### src/ctb_regs.vh
// Encodings, field positions and constants of the compact branch/compare/divide unit
`ifndef CTB_REGS_VH
`define CTB_REGS_VH
`define CTB_MAJOR_HI        15
`define CTB_MAJOR_LO        11
`define CTB_SUB_HI          10
`define CTB_SUB_LO          8
`define CTB_RX_HI           10
`define CTB_RX_LO           8
`define CTB_RY_HI           7
`define CTB_RY_LO           5
`define CTB_FUNC_HI         4
`define CTB_FUNC_LO         0
`define CTB_EXT_HI          31
`define CTB_EXT_LO          27
`define CTB_EXTEND_PREFIX   5'h1e
`define CTB_IMM_BYTE_MAJOR  5'h0c
`define CTB_XOR_IMM_MAJOR   5'h0e
`define CTB_REG_OP_MAJOR    5'h1d
`define CTB_SUB_FLAG_ZERO   3'h0
`define CTB_SUB_FLAG_NZ     3'h1
`define CTB_FUNC_XOR_CMP    5'h0a
`define CTB_FUNC_SDIV       5'h1a
`define CTB_FLAG_REG        5'h18
`define CTB_SHORT_STEP      32'h00000002
`define CTB_LONG_STEP       32'h00000004
`define CTB_DIV_STEPS       6'h20
`endif

### src/ctb_unit.v
// Decode/execute unit for compact flag branches, XOR compares and signed divide
`timescale 1ns/1ps
`include "ctb_regs.vh"
module ctb_unit #(
  parameter XLEN = 32
) (
  input  wire            sys_clk,
  input  wire            arst_n,
  input  wire            clkEn,
  input  wire            instValid,
  input  wire [31:0]     instWord,
  input  wire            instExtended,
  input  wire [31:0]     instAddr,
  input  wire [XLEN-1:0] srcA,
  input  wire [XLEN-1:0] srcB,
  input  wire [XLEN-1:0] flagValue,
  input  wire            quoRemRead,
  output wire [4:0]      srcAIndex,
  output wire [4:0]      srcBIndex,
  output wire            instReady,
  output wire            quoRemStall,
  output reg             redirect,
  output reg  [31:0]     redirectTarget,
  output reg             flagWrite,
  output reg  [4:0]      flagWriteIndex,
  output reg  [XLEN-1:0] flagWriteData,
  output reg  [XLEN-1:0] quotient_register,
  output reg  [XLEN-1:0] remainder_register,
  output reg             divBusy,
  output reg             divDone
);

  // Compact 3-bit field to architectural register (16,17,2..7)
  function [4:0] xlatReg;
    input [2:0] field;
    begin
      xlatReg = (field[2:1] == 2'b00) ? {4'h8, field[0]} : {2'b00, field};
    end
  endfunction

  wire [15:0] op = instWord[15:0];
  wire [4:0]  major = op[`CTB_MAJOR_HI:`CTB_MAJOR_LO];
  wire [2:0]  sub = op[`CTB_SUB_HI:`CTB_SUB_LO];
  wire [4:0]  func = op[`CTB_FUNC_HI:`CTB_FUNC_LO];
  wire        extOk = instExtended && (instWord[`CTB_EXT_HI:`CTB_EXT_LO] == `CTB_EXTEND_PREFIX);
  wire        extZeroGap = (op[7:5] == 3'h0);
  // Extended 16-bit field from three slices
  wire [15:0] extField = {instWord[20:16], instWord[26:21], instWord[4:0]};

  wire isBrShort = !instExtended && (major == `CTB_IMM_BYTE_MAJOR);
  wire isBrExt   = extOk && extZeroGap && (major == `CTB_IMM_BYTE_MAJOR);
  wire isBrZero  = (isBrShort || isBrExt) && (sub == `CTB_SUB_FLAG_ZERO);
  wire isBrNz    = (isBrShort || isBrExt) && (sub == `CTB_SUB_FLAG_NZ);
  wire isRegOp   = !instExtended && (major == `CTB_REG_OP_MAJOR);
  wire isCmpReg  = isRegOp && (func == `CTB_FUNC_XOR_CMP);
  wire isDiv     = isRegOp && (func == `CTB_FUNC_SDIV);
  wire isCmpImmS = !instExtended && (major == `CTB_XOR_IMM_MAJOR);
  wire isCmpImmE = extOk && extZeroGap && (major == `CTB_XOR_IMM_MAJOR);

  assign srcAIndex = xlatReg(op[`CTB_RX_HI:`CTB_RX_LO]);
  assign srcBIndex = xlatReg(op[`CTB_RY_HI:`CTB_RY_LO]);

  // Offset shifted by one: halfword units
  wire [31:0] offShort = {{23{op[7]}}, op[7:0], 1'b0};
  wire [31:0] offExt   = {{15{extField[15]}}, extField, 1'b0};
  wire [31:0] nextTarget = isBrExt ? (instAddr + `CTB_LONG_STEP + offExt)
                                   : (instAddr + `CTB_SHORT_STEP + offShort);
  wire flagIsZero = (flagValue == {XLEN{1'b0}});
  wire takeBranch = (isBrZero && flagIsZero) || (isBrNz && !flagIsZero);

  reg [XLEN-1:0] next_cmp;
  always @* begin
    if (isCmpReg)
      next_cmp = srcA ^ srcB;
    else if (isCmpImmE)
      next_cmp = srcA ^ {{(XLEN-16){1'b0}}, extField};
    else
      next_cmp = srcA ^ {{(XLEN-8){1'b0}}, op[7:0]};
  end

  // Iterative restoring divide on magnitudes; one bit per cycle.
  // Fixed latency keeps the interlock simple; no early exit on small operands.
  reg  [XLEN-1:0] divRem;
  reg  [XLEN-1:0] divQuo;
  reg  [XLEN-1:0] divDivisor;
  reg             negQuo;
  reg             negRem;
  reg  [5:0]      divCount;

  // Two's complement negate, shared by operand and result sign fix-up
  function [XLEN-1:0] negate;
    input [XLEN-1:0] value;
    begin
      negate = ~value + {{(XLEN-1){1'b0}}, 1'b1};
    end
  endfunction

  wire [XLEN:0]   trial     = {divRem, divQuo[XLEN-1]} - {1'b0, divDivisor};
  wire            trialFits = !trial[XLEN];
  // Most negative operand maps to itself; as unsigned magnitude it still fits
  wire [XLEN-1:0] magA      = srcA[XLEN-1] ? negate(srcA) : srcA;
  wire [XLEN-1:0] magB      = srcB[XLEN-1] ? negate(srcB) : srcB;

  // One step: keep the difference only when the divisor fits
  reg  [XLEN-1:0] next_divRem;
  reg  [XLEN-1:0] next_divQuo;
  always @* begin
    if (trialFits) begin
      next_divRem = trial[XLEN-1:0];
    end else begin
      next_divRem = {divRem[XLEN-2:0], divQuo[XLEN-1]};
    end
    next_divQuo = {divQuo[XLEN-2:0], trialFits};
  end

  // Sign fix-up on the final step's magnitudes
  wire [XLEN-1:0] resultQuo = negQuo ? negate(next_divQuo) : next_divQuo;
  wire [XLEN-1:0] resultRem = negRem ? negate(next_divRem) : next_divRem;
  wire            lastStep  = (divCount == 6'h01);

  // A new divide waits for the previous one; reads stall while busy
  assign instReady   = !(divBusy && isDiv && instValid);
  assign quoRemStall = divBusy && quoRemRead;

  // Producer must hold an instruction until an enabled, ready edge takes it
  wire accept   = clkEn && instValid && instReady;
  wire isBranch = isBrZero || isBrNz;
  wire isCmpAny = isCmpReg || isCmpImmS || isCmpImmE;

  // Branch redirect: one-cycle pulse plus held target
  always @(posedge sys_clk or negedge arst_n) begin
    if (!arst_n) begin
      redirect       <= 1'b0;
      redirectTarget <= 32'h00000000;
    end else if (clkEn) begin
      redirect <= accept && takeBranch;
      if (accept && isBranch) begin
        redirectTarget <= nextTarget;
      end
    end
  end

  // Flag write-back; fixed index, so no other register is touched
  always @(posedge sys_clk or negedge arst_n) begin
    if (!arst_n) begin
      flagWrite      <= 1'b0;
      flagWriteIndex <= 5'h00;
      flagWriteData  <= {XLEN{1'b0}};
    end else if (clkEn) begin
      flagWrite <= accept && isCmpAny;
      if (accept && isCmpAny) begin
        flagWriteIndex <= `CTB_FLAG_REG;
        flagWriteData  <= next_cmp;
      end
    end
  end

  // Divider sequencing and result registers
  always @(posedge sys_clk or negedge arst_n) begin
    if (!arst_n) begin
      quotient_register  <= {XLEN{1'b0}};
      remainder_register <= {XLEN{1'b0}};
      divBusy            <= 1'b0;
      divDone            <= 1'b0;
      divRem             <= {XLEN{1'b0}};
      divQuo             <= {XLEN{1'b0}};
      divDivisor         <= {XLEN{1'b0}};
      negQuo             <= 1'b0;
      negRem             <= 1'b0;
      divCount           <= 6'h00;
    end else if (clkEn) begin
      divDone <= 1'b0;
      if (accept && isDiv) begin
        divBusy    <= 1'b1;
        divRem     <= {XLEN{1'b0}};
        divQuo     <= magA;
        divDivisor <= magB;
        negQuo     <= srcA[XLEN-1] ^ srcB[XLEN-1];
        negRem     <= srcA[XLEN-1];
        divCount   <= `CTB_DIV_STEPS;
      end else if (divBusy) begin
        // Zero divisor just runs out: no trap, result meaningless
        divRem   <= next_divRem;
        divQuo   <= next_divQuo;
        divCount <= divCount - 6'h01;
        if (lastStep) begin
          divBusy            <= 1'b0;
          divDone            <= 1'b1;
          quotient_register  <= resultQuo;
          remainder_register <= resultRem;
        end
      end
    end
  end

endmodule // ctb_unit

### config.mk
export PLATFORM = sky130hd
export DESIGN_NAME = ctb_unit
export DESIGN_NICKNAME = d
export VERILOG_FILES = /design/src/ctb_unit.v
export VERILOG_INCLUDE_DIRS = /design/src /design/src/src
export SDC_FILE = /design/constraint.sdc
export NUM_CORES = 1
export LEC_CHECK = 0
export BUFFER_PORTS_ARGS = -buffer_cell sky130_fd_sc_hd__buf_4
export CAP_MARGIN = 40
export CORE_ASPECT_RATIO = 1.5
export CORE_UTILIZATION = 35
export CTS_CLUSTER_DIAMETER = 150
export CTS_CLUSTER_SIZE = 24
export DETAILED_ROUTE_END_ITERATION = 10
export PLACE_DENSITY = 0.56
export SYNTH_ARGS = -nofsm -noshare
export SYNTH_HDL_FRONTEND = slang
export SYNTH_SLANG_ARGS = --single-unit
### constraint.sdc
create_clock -name sys_clk -period 5.8 [get_ports sys_clk]
set_input_delay 0.58 -clock sys_clk [delete_from_list [all_inputs] [get_ports sys_clk]]
set_output_delay 0.58 -clock sys_clk [all_outputs]
set_load 0.01 [all_outputs]
==> results of run 1 <==
-- power groups by stage --
stage               sequential [uW]  combinational (uW)  clock [uW]
floorplan                      1760                 563           0
global placement               1750                 961           0
detailed placement             1750                 970           0
CTS                            1720                 977        1060
global route                   1730                1080        1100
finish                         1720                 973        1010
-- critical path: cells and delay by family, from the launching register on --
family          cells  cell delay, ns
simple gates        3            0.66
xor+xnor            2            0.34
compound gates      8            2.12
buf+inv             3            0.36
fa+ha+maj           3            0.98
flops               1            0.41
-- placed cells by master (no fill, tap or decap), types with 15 or more instances in the layout --
cell type / count
a211oi_1: 15
dfrtp_1: 237
o41ai_1: 17
o21a_1: 16
a22oi_1: 37
or4_1: 19
inv_1: 75
nand2b_1: 26
xnor2_1: 94
nor2_1: 111
a21oi_1: 118
nor4_1: 25
a21o_1: 41
nand3_1: 25
nor3_1: 27
buf_4: 325
o21ai_1: 21
mux2i_1: 22
or3_1: 16
ha_1: 151
o21ai_0: 303
a31oi_1: 17
nand2_1: 349
o31ai_1: 30
xor2_1: 135
-- kinds of logic (layout without fill, tap and decap cells) --
group	after synthesis	in the layout	share of synthesized area [%]
other cells	1	6	0.02040
fa+ha+maj	154	154	10.61
flops	237	237	32.26
buf+inv	186	420	4.105
compound gates	694	694	23.16
simple gates	693	693	17.62
xor+xnor	230	230	10.96
mux	23	23	1.259
-- path summary, 6_finish.rpt --
path                                          from  slack [ns]                     end  depth (start not counted)
max in group asynchronous                   arst_n        4.41        flagWriteData[2]                          2
min in group sys_clk                   instAddr[0]        0.25       redirectTarget[0]                          3
worst min-delay path                        arst_n        0.05   remainder_register[0]                          1
worst min register to register  redirectTarget[16]        0.49      redirectTarget[16]                          2
worst max-delay path                    divQuo[31]        0.86  remainder_register[26]                         19
worst max register to register          divQuo[31]        0.86  remainder_register[26]                         19
-- registers in the layout, indices dropped and copies added (netlist names) --
| signal | cells |
|---|---|
| divRem | 32 |
| redirectTarget | 32 |
| negQuo | 1 |
| flagWriteData | 32 |
| flagWrite | 1 |
| redirect | 1 |
| flagWriteIndex | 1 |
| quotient_register | 32 |
| divDivisor | 32 |
| divBusy | 1 |
| negRem | 1 |
| divQuo | 32 |
| remainder_register | 32 |
| divDone | 1 |
| divCount | 6 |
-- per-stage QoR --
step           worst slack (ns)  utilization [%]  area, um2
6_report                 0.8590            41.97      21690
3_5_place_dp             0.8949            41.32      21360
2_1_floorplan             1.451                -      18400
4_1_cts                  0.8832            41.96      21690
5_1_grt                  0.5592            41.96      21690
3_3_place_gp             0.5905            41.21      21300
-- routing by layer --
| metal | global-route usage (%) | part of all wire, % | up-vias | wire [um] |
|---|---|---|---|---|
| li1 | - | - | 8365 | - |
| met3 | 4.801 | 6.2 | 92 | 4129 |
| met5 | 0 | 0.069 | - | 46 |
| met1 | 27.44 | 39 | 8185 | 25690 |
| met2 | 45.54 | 52 | 490 | 34500 |
| met4 | 8.251 | 3.4 | 6 | 2242 |
-- layout make-up --
cell class / count / area share [%]
Antenna cell: 1 / 0.01154
Clock buffer: 13 / 1.500
Clock inverter: 1 / 0.02307
Inverter: 76 / 1.315
Multi-Input combinational cell: 1799 / 54.23
Sequential cell: 237 / 27.34
Tap cell: 676 / 3.899
Timing Repair Buffer: 330 / 11.68
==> summary.txt, run 1 <==
Clock tree
  • CTS resizes: 0
  • Clk slew on worst S/H paths: 0.11 ns
  • Worst skew pair latency: 0.53 ns
  • TritonCTS clock tree: yes
  • H-tree levels: 1
  • Setup Buffers After CTS: 0
  • CTS Sinks: 237
  • Root Driver: clkbuf_16
  • Hold bufs inserted after CTS: 0
  • CTS Buf Count: 13
  • CTS max path bufs: 3

Finish
  • Finished Layout Cells: 3133
  • Reg area: 5931 um2
  • Final Net Count: 2777
  • Layout cells sized above 1: 16.00%
  • Footprint of the multi-input gates: 11760 um2
  • Filler cell count: 5269
  • Area grow syn2layout: 18.00%

STA
  • Clock skew: 0.03419 ns
  • F_max: 202.4 MHz
  • Worst hold slack: 0.04633 ns
  • Shortest period the worst path allows: 4.941 ns
  • Worst Tran Pin Value: 0.9177 ns
  • Final hold violation count: 0
  • Setup TNS: 0 ns
  • RSZ-0062 raised after global routing: false
  • Pins Over Slew Limit: 0
  • Slew HR: 38.82%
  • Post-route clock period utilization: 85.19%
  • Final setup violation count: 0

GRT
  • Largest net degree at the start of global routing: 101
  • Global-route usage over all layers: 24.42%
  • Vias in the first global route: 16932
  • Initial antenna violation count: 5
  • First-pass GRT wire length: 100200 um
  • Remaining global-route overflow: 0

Power and ir drop
  • Sequential Power Share: 46.4%
  • Pint: 2525 uW
  • Peak supply drop: 0.1600 mV
  • Pwr Total: 3709 uW
  • Power density cells: 171.0 nW/um2
  • Net Sw Frac: 31.92%
  • LEAKAGE: 0.01022 uW
  • NetSw: 1184 uW
  • Gate power share: 26.2%
  • Clock Power Share: 27.4%

Placed design
  • IO Port Bufs: 309
  • DP HPWL: 53430 um
  • Placed cells: 3118
  • Final RePlAce weighted congestion: 0.9397

Run status
  • Status: completed

Job
  • Max Cap Violations: 0

Drt
  • Drc violations: 0
  • Detail-routed via count per cell: 5.470
  • DR WL/cell: 21.26 um
  • Antenna-violating nets left: 0
  • DR pass1 iterations: 5
  • Vias: 17138
  • Initial DRC count: 923
  • Routed WL: 66610 um

Yosys
  • Synth top area cells: dfrtp_1 32%, ha_1 10%, o21ai_0 8.2%
  • Async set or reset register ratio after synthesis: 100.0%
  • Synth unique cells: 89
  • Flop and latch count out of synthesis: 237
  • Syn_area_per_cell: 8.287 um2
  • Post-synth top cells: 349 x nand2_1, 303 x o21ai_0, 237 x dfrtp_1
  • Post-Syn Instances: 2218
  • Yosys warns: 0
  • EDFF count, synth: 0
  • Seq/Total Area, Yosys: 32.26%
  • Ys flop type: dfrtp_1
  • Top-count cell post-synth: nand2_1
  • Syn Std Cell Area: 18380 um2
  • Yosys top cell area share: 32.26%
  • Leading area contributor after synthesis: dfrtp_1

Min path
  • Hold Path Class: input pin to asynchronous set/reset pin

Worst setup path
  • CP Data Required Time: 6.25 ns
  • Worst path slowest cell: o21ai_0
  • Max FO, Critical Path: 17
  • CP peak stage delay: 0.60 ns
  • Startpoint types: flip-flop
  • CP Class: flip-flop to flip-flop
  • CP Cell Sequence: inv_1 > ha_1 > inv_1 > fa_1 > a211oi_1 > o211ai_1 > a31oi_1 > nor2_1 > o21ai_1 > xnor2_2 > buf_6 > o21ai_0 > ha_1 > nor4bb_1 > a32oi_1 > nor2_1 > a21oi_1 > xor2_1 > o21ai_0
  • WP data arrival: 5.39 ns
  • Critical Path End Type: flip-flop

Die
  • Core Area: 51690 um2
  • Die Width: 189.1 um
  • I/O pins: 315
  • Starting Density: 35.56%
  • Die area: 53460 um2
  • Row count: 102
  • Chip height: 282.7 um
(Power assumes the default switching activity.)
==> inputs of run 2 (changes only) <==
Settings changed: REMOVE_ABC_BUFFERS set to 1.
==> run 2 against run 1 <==
Compared with the run above:
- sequential cell count did not move
- non-clock buffer count fell by 1
- utilization barely moved
- final area rose by 0.11%
- clock-buffer cell count did not move
- maximum frequency rose by 6.5%
- sequential power barely moved
- die area did not move
- power fell by 0.17%
- final cell count did not move
==> summary.txt, run 2 (synthesized netlist as in run 1, its figures left out) <==
Run status
  • Status: completed

Drt
  • Drc violations: 0
  • Vias: 17078
  • Antenna-violating nets left: 0
  • Detail-routed via count per cell: 5.451
  • DR WL/cell: 20.19 um
  • Initial DRC count: 799
  • DR pass1 iterations: 5
  • Routed WL: 63250 um

Worst setup path
  • Startpoint types: flip-flop
  • Crit Reg-Reg Endpoint: remainder_register[29]
  • CP Data Required Time: 6.17 ns
  • FF-to-FF Start: divQuo[31]
  • CP Class: flip-flop to flip-flop
  • WP data arrival: 5.01 ns
  • R2r worst-path depth: 18
  • Max FO, Critical Path: 18
  • Critical Path End Type: flip-flop
  • Reg2reg setup slack: 1.16 ns

Placed design
  • Final RePlAce weighted congestion: 0.9288
  • IO Port Bufs: 309
  • DP HPWL: 50530 um

Power and ir drop
  • Peak supply drop: 0.1379 mV
  • Power density cells: 170.5 nW/um2
  • LEAKAGE: 0.01022 uW
  • Pwr Total: 3702 uW

STA
  • Final hold violation count: 0
  • Slew HR: 46.46%
  • F_max: 215.5 MHz
  • Shortest period the worst path allows: 4.641 ns
  • Worst hold slack: 0.07056 ns
  • Clock skew: 0.02303 ns
  • Setup TNS: 0 ns
  • Final setup violation count: 0
  • Post-route clock period utilization: 80.02%
  • RSZ-0062 raised after global routing: false
  • Pins Over Slew Limit: 0
  • Worst Tran Pin Value: 0.8030 ns

Die
  • Chip height: 282.7 um
  • Row count: 102
  • Die Width: 189.1 um
  • I/O pins: 315
  • Die area: 53460 um2
  • Core Area: 51690 um2
  • Starting Density: 35.56%

Clock tree
  • Setup Buffers After CTS: 0
  • Worst skew pair latency: 0.52 ns
  • H-tree levels: 1
  • CTS max path bufs: 3
  • CTS Buf Count: 13
  • Root Driver: clkbuf_16
  • CTS Sinks: 237
  • CTS resizes: 0
  • TritonCTS clock tree: yes
  • Clk slew on worst S/H paths: 0.10 ns
  • Hold bufs inserted after CTS: 0

Finish
  • Commonest non-fill, non-tap cells in the layout: 349 x nand2_1, 323 x buf_4, 303 x o21ai_0, 237 x dfrtp_1, 151 x ha_1
  • Layout cells sized above 1: 15.97%
  • Commonest non-fill, non-tap cell in the layout: nand2_1
  • Filler cell count: 5332
  • Final Net Count: 2776
  • Area grow syn2layout: 18.13%

Job
  • Max Cap Violations: 0

GRT
  • Vias in the first global route: 17286
  • Global-route usage over all layers: 23.41%
  • First-pass GRT wire length: 97500 um
  • Largest net degree at the start of global routing: 110
  • Remaining global-route overflow: 0
  • Initial antenna violation count: 7

Min path
  • Hold Path Class: input pin to asynchronous set/reset pin
## run 2: cell type report
| class | instances | area [um2] | share of cell area (%) |
|---|---|---|---|
| flip-flops and latches | 237 | 5931 | 27.31 |
| inverters | 76 | 285.3 | 1.314 |
| multi-input cells | 1799 | 11770 | 54.19 |
| repair buffers | 329 | 2550 | 11.74 |
| clock buffers | 13 | 325.3 | 1.498 |
| diodes | 2 | 5.005 | 0.02305 |
| clock inverters | 1 | 5.005 | 0.02305 |
| well taps | 676 | 845.8 | 3.895 |
## run 2: per-stage QoR
step | cell area, um2 | worst slack, ns | cells | util [%]
floorplan | 17930 | -1.224 | 2112 | -
global placement | 21290 | 1.275 | 3113 | 41.19
detailed placement | 21380 | 1.156 | 3117 | 41.36
CTS | 21710 | 1.189 | 3131 | 42.00
global route | 21710 | 0.8272 | 3131 | 42.00
finish | 21710 | 1.159 | 3133 | 42.01
## run 2: critical path, cell delays in order (launching register included)
cell and delay [ns]:
dfrtp_1 0.40, inv_1 0.08, ha_1 0.15, inv_1 0.05
fa_1 0.41, a211oi_1 0.40, o211ai_1 0.16, a31oi_1 0.19
nor2_1 0.08, o21ai_1 0.22, xnor2_2 0.15, inv_1 0.25
buf_4 0.28, nor3_1 0.28, a2bb2o_1 0.37, or4_1 0.61
o21ai_1 0.18, xor2_1 0.16, o21ai_1 0.07
## run 2: power breakdown
part | switching [uW] | total, uW | leakage [uW] | internal, uW
logic | 547 | 972 | 0.00686 | 425
registers | 29.0 | 1720 | 0.00320 | 1690
clock network | 602 | 1010 | 0.000164 | 409
## run 2: how the worst max path moves through the flow
stage                startpoint                endpoint  slack (ns)  depth (start not counted)
floorplan            divRem[28]  remainder_register[29]       -1.22                         14
global placement    instWord[1]      redirectTarget[30]        1.28                         17
detailed placement  instWord[1]      redirectTarget[28]        1.16                         17
CTS                  divQuo[31]  remainder_register[29]        1.19                         18
global route         divQuo[31]  remainder_register[26]        0.83                         20
finish               divQuo[31]  remainder_register[29]        1.16                         18
## run 2: routing by layer
metal / GRT usage (%) / wire, um / part of all wire, %
met1: 25.24 / 23860 / 38
met2: 46.05 / 34440 / 54
met4: 6.948 / 1796 / 2.8
met5: 0 / 92 / 0.15
met3: 3.747 / 3059 / 4.8
